## config.mk

```make
export PLATFORM = sky130hd
export DESIGN_NAME = wake_regs
export DESIGN_NICKNAME = d
export VERILOG_FILES = /design/src/wake_regs_pkg.sv /design/src/lamp_mux.sv /design/src/counter_store.sv /design/src/wake_regs.sv
export SDC_FILE = /design/constraint.sdc
export NUM_CORES = 2
export LEC_CHECK = 0
export BUFFER_PORTS_ARGS = -buffer_cell sky130_fd_sc_hd__buf_2
export CAP_MARGIN = 20
export CORE_UTILIZATION = 33
export CTS_CLUSTER_SIZE = 24
export DETAILED_ROUTE_END_ITERATION = 6
export PLACE_DENSITY_LB_ADDON = 0.1
export SETUP_SLACK_MARGIN = 0.05
export SYNTH_ARGS = -nofsm -noshare
export SYNTH_HDL_FRONTEND = slang
export SYNTH_SLANG_ARGS = --single-unit
```

## constraint.sdc

```tcl
create_clock -name ref_clk_in -period 47.4 [get_ports ref_clk_in]
set_clock_uncertainty 0.2 [all_clocks]
set_input_delay 0 -clock ref_clk_in [delete_from_list [all_inputs] [get_ports ref_clk_in]]
set_output_delay 0 -clock ref_clk_in [all_outputs]
set_load 0.05 [all_outputs]
```

## src/wake_regs_pkg.sv

```systemverilog
// Package for the wake pattern, identity, lamp, counter window and PHY register bank.
// Assumes a 16-bit register port with byte addresses on a 12-bit address bus.
package wake_regs_pkg;

   localparam int ADDR_W = 12;
   localparam int DATA_W = 16;

   // Register byte offsets.
   localparam logic [11:0] OFS_WAKE3_CRC_LOW = 12'h250;
   localparam logic [11:0] OFS_WAKE3_CRC_HIGH = 12'h252;
   localparam logic [11:0] OFS_WAKE3_MASK_FIRST = 12'h254;
   localparam logic [11:0] OFS_WAKE3_MASK_SECOND = 12'h256;
   localparam logic [11:0] OFS_WAKE3_MASK_THIRD = 12'h258;
   localparam logic [11:0] OFS_WAKE3_MASK_LAST = 12'h25A;
   localparam logic [11:0] OFS_IDENTITY_AND_RUN = 12'h400;
   localparam logic [11:0] OFS_GLOBAL_LED_CONTROL = 12'h40A;
   localparam logic [11:0] OFS_INDIRECT_COMMAND = 12'h4A0;
   localparam logic [11:0] OFS_INDIRECT_READ_FLAG = 12'h4A2;
   localparam logic [11:0] OFS_INDIRECT_DATA_47_32 = 12'h4A4;
   localparam logic [11:0] OFS_INDIRECT_DATA_SPARE = 12'h4A6;
   localparam logic [11:0] OFS_INDIRECT_DATA_15_0 = 12'h4A8;
   localparam logic [11:0] OFS_INDIRECT_DATA_31_16 = 12'h4AA;
   localparam logic [11:0] OFS_PHY_BASIC_CONTROL = 12'h4D0;
   localparam logic [11:0] OFS_PHY_BASIC_STATUS = 12'h4D2;
   localparam logic [11:0] OFS_PORT_CONTROL_FOUR = 12'h512;

   // Identity fields; the values are arbitrary.
   localparam logic [7:0] FAMILY_ID = 8'h5A;
   localparam logic [3:0] CHIP_ID = 4'h3;
   localparam logic [2:0] REVISION_ID = 3'h1;

   // Indirect command, read flag and lamp mode fields.
   localparam int CMD_READ_BIT = 12;
   localparam logic [1:0] TABLE_COUNTERS = 2'h3;
   localparam int READ_FLAG_BIT = 7;
   localparam int LAMP_HIGH_BIT = 15;
   localparam int LAMP_LOW_BIT = 9;

   // Counter store read latency in clock cycles.
   localparam logic [1:0] COUNTER_READ_CYCLES = 2'h2;

   // Basic control register bit positions, and the spare bit of port control four.
   localparam int BC_FORCE_100 = 13;
   localparam int BC_AN_ENABLE = 12;
   localparam int BC_POWER_DOWN = 11;
   localparam int BC_RESTART_AN = 9;
   localparam int BC_FORCE_FULL = 8;
   localparam int BC_ALT_XOVER = 5;
   localparam int BC_FORCE_MDIX = 4;
   localparam int BC_NO_AUTO_MDIX = 3;
   localparam int BC_NO_FAR_FAULT = 2;
   localparam int BC_NO_TX = 1;
   localparam int BC_NO_LED = 0;
   localparam int BC_SPARE = 14;
   localparam int PC_SPARE = 8;

   // Port control four bit positions of the shared bits.
   localparam int PC_NO_LED = 15;
   localparam int PC_NO_TX = 14;
   localparam int PC_RESTART_AN = 13;
   localparam int PC_NO_FAR_FAULT = 12;
   localparam int PC_POWER_DOWN = 11;
   localparam int PC_NO_AUTO_MDIX = 10;
   localparam int PC_FORCE_MDIX = 9;
   localparam int PC_AN_ENABLE = 7;
   localparam int PC_FORCE_100 = 6;
   localparam int PC_FORCE_FULL = 5;
   localparam logic [4:0] PC_ADVERT_RESET = 5'h1F;

   // Status register bit positions.
   localparam int BS_AN_DONE = 5;
   localparam int BS_FAR_FAULT = 4;
   localparam int BS_AN_CAPABLE = 3;
   localparam int BS_LINK_UP = 2;
   localparam logic [15:0] BS_CAPS = 16'h7800;

   typedef struct packed {
      logic force_100;
      logic an_enable;
      logic power_down;
      logic restart_an;
      logic force_full;
      logic alt_crossover_select;
      logic force_mdix;
      logic no_auto_mdix;
      logic no_far_fault;
      logic no_tx;
      logic no_led;
   } phy_ctrl_t;

   typedef struct packed {
      logic an_done;
      logic far_fault;
      logic link_up;
   } phy_stat_t;

   typedef struct packed {
      logic port_lamp_three;
      logic port_lamp_two;
      logic port_lamp_one;
      logic port_lamp_zero;
   } lamps_t;

endpackage

```

## src/lamp_mux.sv

```systemverilog
// Lamp selection: maps link indications onto four port lamps by mode.
// Assumes level inputs synchronous to the clock; outputs are registered.
`timescale 1ns/1ps
module lamp_mux
   import wake_regs_pkg::*;
(
   input wire logic ref_clk_in, // Clock.
   input wire logic reset_in, // Asynchronous reset, high.
   input wire logic lamp_mode_high_in, // Mode select high.
   input wire logic lamp_mode_low_in, // Mode select low.
   input wire logic lamps_off_in, // Turns every lamp off.
   input wire logic link_in, // Link up.
   input wire logic activity_in, // Traffic seen.
   input wire logic full_duplex_in, // Full duplex.
   input wire logic collision_in, // Collision seen.
   input wire logic speed_100_in, // 100 Mbps.
   output lamps_t lamps_out // Lamps, high is lit.
);
   lamps_t lamps_reg;
   lamps_t lamps_next;

   always_comb begin
      lamps_next = '0;
      unique case ({lamp_mode_high_in, lamp_mode_low_in})
         2'h0: begin
            lamps_next.port_lamp_two = link_in & activity_in;
            lamps_next.port_lamp_one = full_duplex_in | collision_in;
            lamps_next.port_lamp_zero = speed_100_in;
         end
         2'h1: begin
            lamps_next.port_lamp_two = link_in & activity_in & speed_100_in;
            lamps_next.port_lamp_one = link_in & activity_in & ~speed_100_in;
            lamps_next.port_lamp_zero = full_duplex_in;
         end
         2'h2: begin
            lamps_next.port_lamp_three = activity_in;
            lamps_next.port_lamp_two = link_in;
            lamps_next.port_lamp_one = full_duplex_in | collision_in;
            lamps_next.port_lamp_zero = speed_100_in;
         end
         2'h3: begin
            // Mode 11 drives no lamp.
            lamps_next = '0;
         end
      endcase
      if (lamps_off_in) begin
         lamps_next = '0;
      end
   end

   always_ff @(posedge ref_clk_in or posedge reset_in) begin
      if (reset_in) begin
         lamps_reg <= '0;
      end else begin
         lamps_reg <= lamps_next;
      end
   end

   assign lamps_out = lamps_reg;
endmodule

```

## src/counter_store.sv

```systemverilog
// Statistics counter store: 48-bit counters read by address with a fixed latency.
// Assumes increments come from the MAC as one-cycle pulses with a counter index.
`timescale 1ns/1ps
module counter_store
   import wake_regs_pkg::*;
(
   input wire logic ref_clk_in, // Clock.
   input wire logic reset_in, // Asynchronous reset, high.
   input wire logic bump_in, // Increment pulse.
   input wire logic [4:0] bump_index_in, // Counter to increment.
   input wire logic read_in, // Read request pulse.
   input wire logic [9:0] read_addr_in, // Counter address.
   output logic [47:0] read_data_out, // Counter value.
   output logic read_done_out // Data valid pulse.
);
   localparam int DEPTH = 32;
   logic [47:0] counters [DEPTH];
   logic [47:0] data_reg;
   logic [1:0] wait_reg;
   logic busy_reg;
   logic done_reg;
   logic [4:0] addr_reg;

   // Counters hold their values across the read, so a read never loses a bump.
   always_ff @(posedge ref_clk_in or posedge reset_in) begin
      if (reset_in) begin
         for (int i = 0; i < DEPTH; i++) begin
            counters[i] <= '0;
         end
         data_reg <= '0;
         wait_reg <= '0;
         busy_reg <= 1'b0;
         done_reg <= 1'b0;
         addr_reg <= '0;
      end else begin
         done_reg <= 1'b0;
         if (bump_in) begin
            counters[bump_index_in] <= counters[bump_index_in] + 48'h1;
         end
         if (read_in) begin
            busy_reg <= 1'b1;
            wait_reg <= COUNTER_READ_CYCLES;
            addr_reg <= read_addr_in[4:0];
         end else if (busy_reg) begin
            if (wait_reg == 2'h1) begin
               busy_reg <= 1'b0;
               done_reg <= 1'b1;
               data_reg <= counters[addr_reg];
            end
            wait_reg <= wait_reg - 2'h1;
         end
      end
   end

   assign read_data_out = data_reg;
   assign read_done_out = done_reg;
endmodule

```

## src/wake_regs.sv

```systemverilog
// Register bank: wake pattern three, identity and run, lamp mode, counter window, PHY basics.
// Assumes a single-cycle strobe register port; read data stands one cycle after the strobe.
//
// Strobed register access was chosen for this implementation.
`timescale 1ns/1ps
module wake_regs
   import wake_regs_pkg::*;
(
   input wire logic ref_clk_in, // Clock, 100 MHz.
   input wire logic reset_in, // Asynchronous reset, high.
   input wire logic [11:0] addr_in, // Register byte address.
   input wire logic [15:0] wdata_in, // Write data.
   input wire logic wr_in, // Write strobe.
   input wire logic rd_in, // Read strobe.
   input wire logic bump_in, // Counter increment pulse.
   input wire logic [4:0] bump_index_in, // Counter to increment.
   input phy_stat_t phy_stat_in, // Live PHY status.
   input wire logic activity_in, // Traffic seen.
   input wire logic collision_in, // Collision seen.
   input wire logic speed_100_in, // Link runs at 100 Mbps.
   input wire logic full_duplex_in, // Link runs full duplex.
   output logic [15:0] rdata_out, // Read data, one cycle after the read strobe.
   output logic run_out, // Chip operation enabled.
   output phy_ctrl_t phy_ctrl_out, // PHY control bits.
   output logic [31:0] wake3_crc_out, // Expected CRC of pattern three.
   output logic [63:0] wake3_mask_out, // Byte mask of pattern three.
   output lamps_t lamps_out // Port lamps.
);
   typedef struct packed {
      logic [15:0] rdata;
      logic [31:0] crc;
      logic [63:0] mask;
      logic run;
      logic [15:0] led_ctrl;
      logic [15:0] cmd;
      logic [47:0] data;
      logic reading;
      phy_ctrl_t ctrl;
      logic [4:0] advert;
      logic spare14;
   } state_t;

   state_t state_reg;
   state_t state_next;
   logic launch_read;
   logic [47:0] counter_data;
   logic counter_done;

   function automatic logic [15:0] ctrl_word(input phy_ctrl_t c, input logic spare);
      logic [15:0] w;
      w = '0;
      w[BC_SPARE] = spare;
      w[BC_FORCE_100] = c.force_100;
      w[BC_AN_ENABLE] = c.an_enable;
      w[BC_POWER_DOWN] = c.power_down;
      w[BC_RESTART_AN] = c.restart_an;
      w[BC_FORCE_FULL] = c.force_full;
      w[BC_ALT_XOVER] = c.alt_crossover_select;
      w[BC_FORCE_MDIX] = c.force_mdix;
      w[BC_NO_AUTO_MDIX] = c.no_auto_mdix;
      w[BC_NO_FAR_FAULT] = c.no_far_fault;
      w[BC_NO_TX] = c.no_tx;
      w[BC_NO_LED] = c.no_led;
      return w;
   endfunction

   function automatic logic [15:0] port_word(input phy_ctrl_t c, input logic [4:0] adv,
                                             input logic spare);
      logic [15:0] w;
      w = '0;
      w[PC_NO_LED] = c.no_led;
      w[PC_NO_TX] = c.no_tx;
      w[PC_RESTART_AN] = c.restart_an;
      w[PC_NO_FAR_FAULT] = c.no_far_fault;
      w[PC_POWER_DOWN] = c.power_down;
      w[PC_NO_AUTO_MDIX] = c.no_auto_mdix;
      w[PC_FORCE_MDIX] = c.force_mdix;
      w[PC_SPARE] = spare;
      w[PC_AN_ENABLE] = c.an_enable;
      w[PC_FORCE_100] = c.force_100;
      w[PC_FORCE_FULL] = c.force_full;
      w[4:0] = adv;
      return w;
   endfunction

   always_comb begin
      state_next = state_reg;
      launch_read = 1'b0;
      state_next.rdata = '0;

      if (rd_in) begin
         unique case (addr_in)
            OFS_WAKE3_CRC_LOW: state_next.rdata = state_reg.crc[15:0];
            OFS_WAKE3_CRC_HIGH: state_next.rdata = state_reg.crc[31:16];
            OFS_WAKE3_MASK_FIRST: state_next.rdata = state_reg.mask[15:0];
            OFS_WAKE3_MASK_SECOND: state_next.rdata = state_reg.mask[31:16];
            OFS_WAKE3_MASK_THIRD: state_next.rdata = state_reg.mask[47:32];
            OFS_WAKE3_MASK_LAST: state_next.rdata = state_reg.mask[63:48];
            OFS_IDENTITY_AND_RUN:
               state_next.rdata = {FAMILY_ID, CHIP_ID, REVISION_ID, state_reg.run};
            OFS_GLOBAL_LED_CONTROL: state_next.rdata = state_reg.led_ctrl;
            OFS_INDIRECT_COMMAND: state_next.rdata = state_reg.cmd;
            OFS_INDIRECT_READ_FLAG: state_next.rdata[READ_FLAG_BIT] = state_reg.reading;
            OFS_INDIRECT_DATA_47_32: state_next.rdata = state_reg.data[47:32];
            OFS_INDIRECT_DATA_15_0: state_next.rdata = state_reg.data[15:0];
            OFS_INDIRECT_DATA_31_16: state_next.rdata = state_reg.data[31:16];
            OFS_PHY_BASIC_CONTROL:
               state_next.rdata = ctrl_word(state_reg.ctrl, state_reg.spare14);
            OFS_PHY_BASIC_STATUS: begin
               state_next.rdata = BS_CAPS;
               state_next.rdata[BS_AN_CAPABLE] = 1'b1;
               state_next.rdata[BS_AN_DONE] = phy_stat_in.an_done;
               state_next.rdata[BS_FAR_FAULT] = phy_stat_in.far_fault;
               state_next.rdata[BS_LINK_UP] = phy_stat_in.link_up;
            end
            OFS_PORT_CONTROL_FOUR:
               state_next.rdata = port_word(state_reg.ctrl, state_reg.advert,
                                            state_reg.spare14);
            default: state_next.rdata = '0;
         endcase
      end

      if (wr_in) begin
         unique case (addr_in)
            OFS_WAKE3_CRC_LOW: state_next.crc[15:0] = wdata_in;
            OFS_WAKE3_CRC_HIGH: state_next.crc[31:16] = wdata_in;
            OFS_WAKE3_MASK_FIRST: state_next.mask[15:0] = wdata_in;
            OFS_WAKE3_MASK_SECOND: state_next.mask[31:16] = wdata_in;
            OFS_WAKE3_MASK_THIRD: state_next.mask[47:32] = wdata_in;
            OFS_WAKE3_MASK_LAST: state_next.mask[63:48] = wdata_in;
            OFS_IDENTITY_AND_RUN: state_next.run = wdata_in[0];
            OFS_GLOBAL_LED_CONTROL: state_next.led_ctrl = wdata_in;
            OFS_INDIRECT_COMMAND: begin
               state_next.cmd = wdata_in;
               // Only counter reads are backed; other tables and writes are ignored.
               if (wdata_in[CMD_READ_BIT] && wdata_in[11:10] == TABLE_COUNTERS) begin
                  launch_read = 1'b1;
                  state_next.reading = 1'b1;
               end
            end
            OFS_INDIRECT_DATA_47_32: state_next.data[47:32] = wdata_in;
            OFS_INDIRECT_DATA_15_0: state_next.data[15:0] = wdata_in;
            OFS_INDIRECT_DATA_31_16: state_next.data[31:16] = wdata_in;
            OFS_PHY_BASIC_CONTROL: begin
               state_next.spare14 = wdata_in[BC_SPARE];
               state_next.ctrl.force_100 = wdata_in[BC_FORCE_100];
               state_next.ctrl.an_enable = wdata_in[BC_AN_ENABLE];
               state_next.ctrl.force_full = wdata_in[BC_FORCE_FULL];
               state_next.ctrl.power_down = wdata_in[BC_POWER_DOWN];
               state_next.ctrl.restart_an = wdata_in[BC_RESTART_AN];
               state_next.ctrl.alt_crossover_select = wdata_in[BC_ALT_XOVER];
               state_next.ctrl.force_mdix = wdata_in[BC_FORCE_MDIX];
               state_next.ctrl.no_auto_mdix = wdata_in[BC_NO_AUTO_MDIX];
               state_next.ctrl.no_far_fault = wdata_in[BC_NO_FAR_FAULT];
               state_next.ctrl.no_tx = wdata_in[BC_NO_TX];
               state_next.ctrl.no_led = wdata_in[BC_NO_LED];
            end
            OFS_PORT_CONTROL_FOUR: begin
               state_next.ctrl.no_led = wdata_in[PC_NO_LED];
               state_next.ctrl.no_tx = wdata_in[PC_NO_TX];
               state_next.ctrl.restart_an = wdata_in[PC_RESTART_AN];
               state_next.ctrl.no_far_fault = wdata_in[PC_NO_FAR_FAULT];
               state_next.ctrl.power_down = wdata_in[PC_POWER_DOWN];
               state_next.ctrl.no_auto_mdix = wdata_in[PC_NO_AUTO_MDIX];
               state_next.ctrl.force_mdix = wdata_in[PC_FORCE_MDIX];
               state_next.spare14 = wdata_in[PC_SPARE];
               state_next.ctrl.an_enable = wdata_in[PC_AN_ENABLE];
               state_next.ctrl.force_100 = wdata_in[PC_FORCE_100];
               state_next.ctrl.force_full = wdata_in[PC_FORCE_FULL];
               state_next.advert = wdata_in[4:0];
            end
            default: begin
               // Unmapped and reserved addresses, 0x4A6 among them, ignore writes.
               state_next.spare14 = state_reg.spare14;
            end
         endcase
      end

      // Completion lands the counter value unless a new launch comes in the same cycle; then the flag stays up.
      if (counter_done && !launch_read) begin
         state_next.data = counter_data;
         state_next.reading = 1'b0;
      end
   end

   always_ff @(posedge ref_clk_in or posedge reset_in) begin
      if (reset_in) begin
         state_reg <= '0;
         state_reg.ctrl.an_enable <= 1'b1;
         state_reg.advert <= PC_ADVERT_RESET;
      end else begin
         state_reg <= state_next;
      end
   end

   counter_store counters (
      .ref_clk_in(ref_clk_in),
      .reset_in(reset_in),
      .bump_in(bump_in),
      .bump_index_in(bump_index_in),
      .read_in(launch_read),
      .read_addr_in(state_next.cmd[9:0]),
      .read_data_out(counter_data),
      .read_done_out(counter_done)
   );

   lamp_mux lamps (
      .ref_clk_in(ref_clk_in),
      .reset_in(reset_in),
      .lamp_mode_high_in(state_reg.led_ctrl[LAMP_HIGH_BIT]),
      .lamp_mode_low_in(state_reg.led_ctrl[LAMP_LOW_BIT]),
      .lamps_off_in(state_reg.ctrl.no_led),
      .link_in(phy_stat_in.link_up),
      .activity_in(activity_in),
      .full_duplex_in(full_duplex_in),
      .collision_in(collision_in),
      .speed_100_in(speed_100_in),
      .lamps_out(lamps_out)
   );

   assign rdata_out = state_reg.rdata;
   assign run_out = state_reg.run;
   assign phy_ctrl_out = state_reg.ctrl;
   assign wake3_crc_out = state_reg.crc;
   assign wake3_mask_out = state_reg.mask;
endmodule

```

==> results.sh <==
export IMPL_clockBufferDepth=3
export IMPL_dp_cells=11900
export IMPL_mappedNetlistNets=8760
export IMPL_grt_max_degree=158
export IMPL_post_place_ws_ps=38760
export IMPL_yosysMostFrequentCell="nand2_1"
export IMPL_ys_top_cells_by_area="dfrtp_1 48%, mux4_2 12%, mux2i_1 8.4%, nand2_1 7.3%, o21ai_0 6.4%"
export IMPL_power_leakage_nw=45.8
export IMPL_crit_chain="buf_8 -> buf_4 -> buf_4 -> buf_4 -> buf_4 -> mux2i_1 -> o22ai_1 -> nor4_1 -> nand2_1 -> nand4_1 -> and4bb_1 -> buf_4 -> nand2_2 -> or4_1 -> nand3_1"
export IMPL_hp_class="input port to flip-flop"
export IMPL_largest_register_ffs=1536
export IMPL_path_class="input port to flip-flop"
export IMPL_final_setup_tns_ps=0
export IMPL_period_share=0.163
export IMPL_finalSetupViolations=0
export IMPL_p_per_area_nw_per_um2=32.7
export IMPL_netlist_area_um2=93700
export IMPL_crit_family="buffers and inverters"
export IMPL_avgSynthCellArea_um2=10.8
export IMPL_cts_buffers=212
export IMPL_grt_overflow=0
export IMPL_seq_area_um2=45300
export IMPL_fin_crit_ps=7750
export IMPL_fin_nets=8520
export IMPL_drive_above_1_share=0.195
export IMPL_synth_seq_area_share=0.483
export IMPL_fin_ws_ps=39650
export IMPL_tritoncts="built"
export IMPL_antenna_found_initial=14
export IMPL_critPathBufInv=6
export IMPL_status="completed"
export IMPL_ioPinCount=173
export IMPL_htree_levels=4
export IMPL_ys_warn_count=0
export IMPL_grt_pass1_wl_mm=565
export IMPL_slew_headroom=0.183
export IMPL_multiInputGateArea_um2=44600
export IMPL_hpwl_mm=231
export IMPL_dr_total_vias=72100
export IMPL_synth_cell_type_count=66
export IMPL_synth_edf_count=0
export IMPL_start_kind="input port"
export IMPL_root_buffer="clkbuf_16"
export IMPL_netlist_instances=8713
export IMPL_grt_usage=0.276
export IMPL_netlist_area_leader_share=0.481
export IMPL_drc=0
export IMPL_clock_latency_ps=870
export IMPL_ir_drop_uv=38.9
export IMPL_crit_path_end_kind="flip-flop"
export IMPL_detail_route_vias_per_cell=5.81
export IMPL_chipWidth_um=535
export IMPL_clock_sinks=1808
export IMPL_power_total_mw=3.46
export IMPL_die_h_um=535
export IMPL_yosysTopAreaCell="dfrtp_1"
export IMPL_cp_arrival_ps=8300
export IMPL_portBuffers=172
export IMPL_area_growth_pct=13.2
export IMPL_routedWlPerCell_um=32.1
export IMPL_start_util=0.332
export IMPL_fin_hold_ws_ps=78.3
export IMPL_fin_cells=12400
export IMPL_ys_flop_type="dfrtp_1"
export IMPL_path_clk_slew_ps=60
export IMPL_crit_start="bump_index_in[1]"
export IMPL_synthTopCellsByCount="1812 x nand2_1, 1802 x dfrtp_1, 1199 x o21ai_0, 787 x mux2i_1, 650 x clkbuf_1"
export IMPL_place_congestion=0.845
export IMPL_cp_common_cell="buf_4"
export IMPL_cp_slowest_stage_delay_ps=920
export IMPL_die_area_um2=286000
export IMPL_maxCapViolations=0
export IMPL_drt_total_wl_mm=398
export IMPL_worstHoldStart="phy_stat_in[2]"
export IMPL_drt_initial_drc_count=7080
export IMPL_cts_resized=0
export IMPL_grt_pass1_vias=71400
export IMPL_rows=195
export IMPL_place_area_um2=97600
export IMPL_required_ps=47950
export IMPL_slew_viol_final=0
export IMPL_finalInstanceArea_um2=106000
export IMPL_first_pass_iters=6
export IMPL_synth_seq_cells=1808
export IMPL_postLayoutCoreUtil=0.376
export IMPL_nFillCells=27600
export IMPL_hold_violations=0
export IMPL_r2r_start="counters.addr_reg[0]$_DFFE_PP0P_"
export IMPL_worst_pin_slew_ps=1220
export IMPL_cp_slowest_cell="buf_4"
export IMPL_synthArstFlopShare=1.00
export IMPL_rsz0062_at_grt="false"
export IMPL_detail_route_antenna_nets=0
export IMPL_fmax_ghz=0.129
export IMPL_crit_fanout=70
export IMPL_core_area_um2=282000
==> final timing paths <==
check,endpoint,slack [ps],depth (start not counted)
max in group asynchronous,counters.counters[1027]$_DFFE_PP0P_,41720,11
worst max register to register,counters.read_data_out[39]$_DFFE_PP0P_,41620,7
worst min register to register,counters.counters[777]$_DFFE_PP0P_,300,2
worst min-delay path,rdata_out[5]$_DFF_PP0_,80,6
worst max-delay path,counters.counters[951]$_DFFE_PP0P_,39650,15
min in group asynchronous,counters.counters[1453]$_DFFE_PP0P_,190,4
==> cells by family after synthesis <==
group           after synthesis  synth area share
mux                        1563             0.238
flops                      1808             0.483
buf+inv                     991            0.0498
simple gates               2402             0.109
compound gates             1905             0.115
fa+ha+maj                     2          0.000267
xor+xnor                     42           0.00401
==> placed cells by master, fill, tap and decap left out, types with 11 or more instances in the layout <==
cell           count
and2_1            13
nor2_2            18
buf_2            170
o211ai_1          66
buf_8             22
nor2_1           155
nand2_1         1778
xnor2_2           17
or4_1             82
a31oi_1           43
o31ai_1           32
nor4_1            75
buf_12            13
nand2_4           33
clkbuf_8          69
a22oi_1           32
dlygate4sd3_1    105
mux2_2           268
xor2_2            20
a22o_1            15
o21ai_0         1199
mux2i_1          784
mux4_2           508
nand4_1           58
nand3_1           86
clkbuf_1          56
nor3_1            11
buf_4            214
a21oi_1           70
clkinv_2          32
a221oi_1          13
clkbuf_16        215
dfrtp_1         1798
o22ai_1          356
a222oi_1          28
a211o_1           32
==> where the power goes <==
part	total, mW	internal (mW)	switching, mW	leakage (nW)
Combinational	0.177	0.0495	0.127	17.0
Sequential	1.58	1.56	0.0143	25.2
Clock	1.71	0.997	0.713	3.58
Total	3.46	2.61	0.854	45.8
==> area by class of cell <==
class / count / share of cell area
Antenna cell: 9 / 0.000212
Clock buffer: 340 / 0.0617
Timing Repair Buffer: 530 / 0.0399
Multi-Input combinational cell: 5914 / 0.420
Inverter: 7 / 0.000354
Clock inverter: 56 / 0.00647
Sequential cell: 1808 / 0.427
Tap cell: 3743 / 0.0442
==> what timing repair did <==
action,CTS,global route
buffers inserted,0,0
hold endpoints to repair,613,0
hold buffers,105,0
==> layer usage <==
layer  share of wire  global-route usage  up-vias
li1                -                   -    31100
met2            0.46               0.434     2664
met1            0.44               0.384    37800
met3           0.067              0.0512      645
met4           0.033              0.0870        6
met5         0.00012                   0        -
==> worst reg2reg max path, cell delays in order (launching register included) <==
cell	delay [ps]
dfrtp_4	780
buf_4	730
buf_12	580
buf_4	1110
mux4_2	660
mux4_2	530
mux2i_2	840
a21oi_1	180
Note: power is estimated with default switching activity, not from simulation.
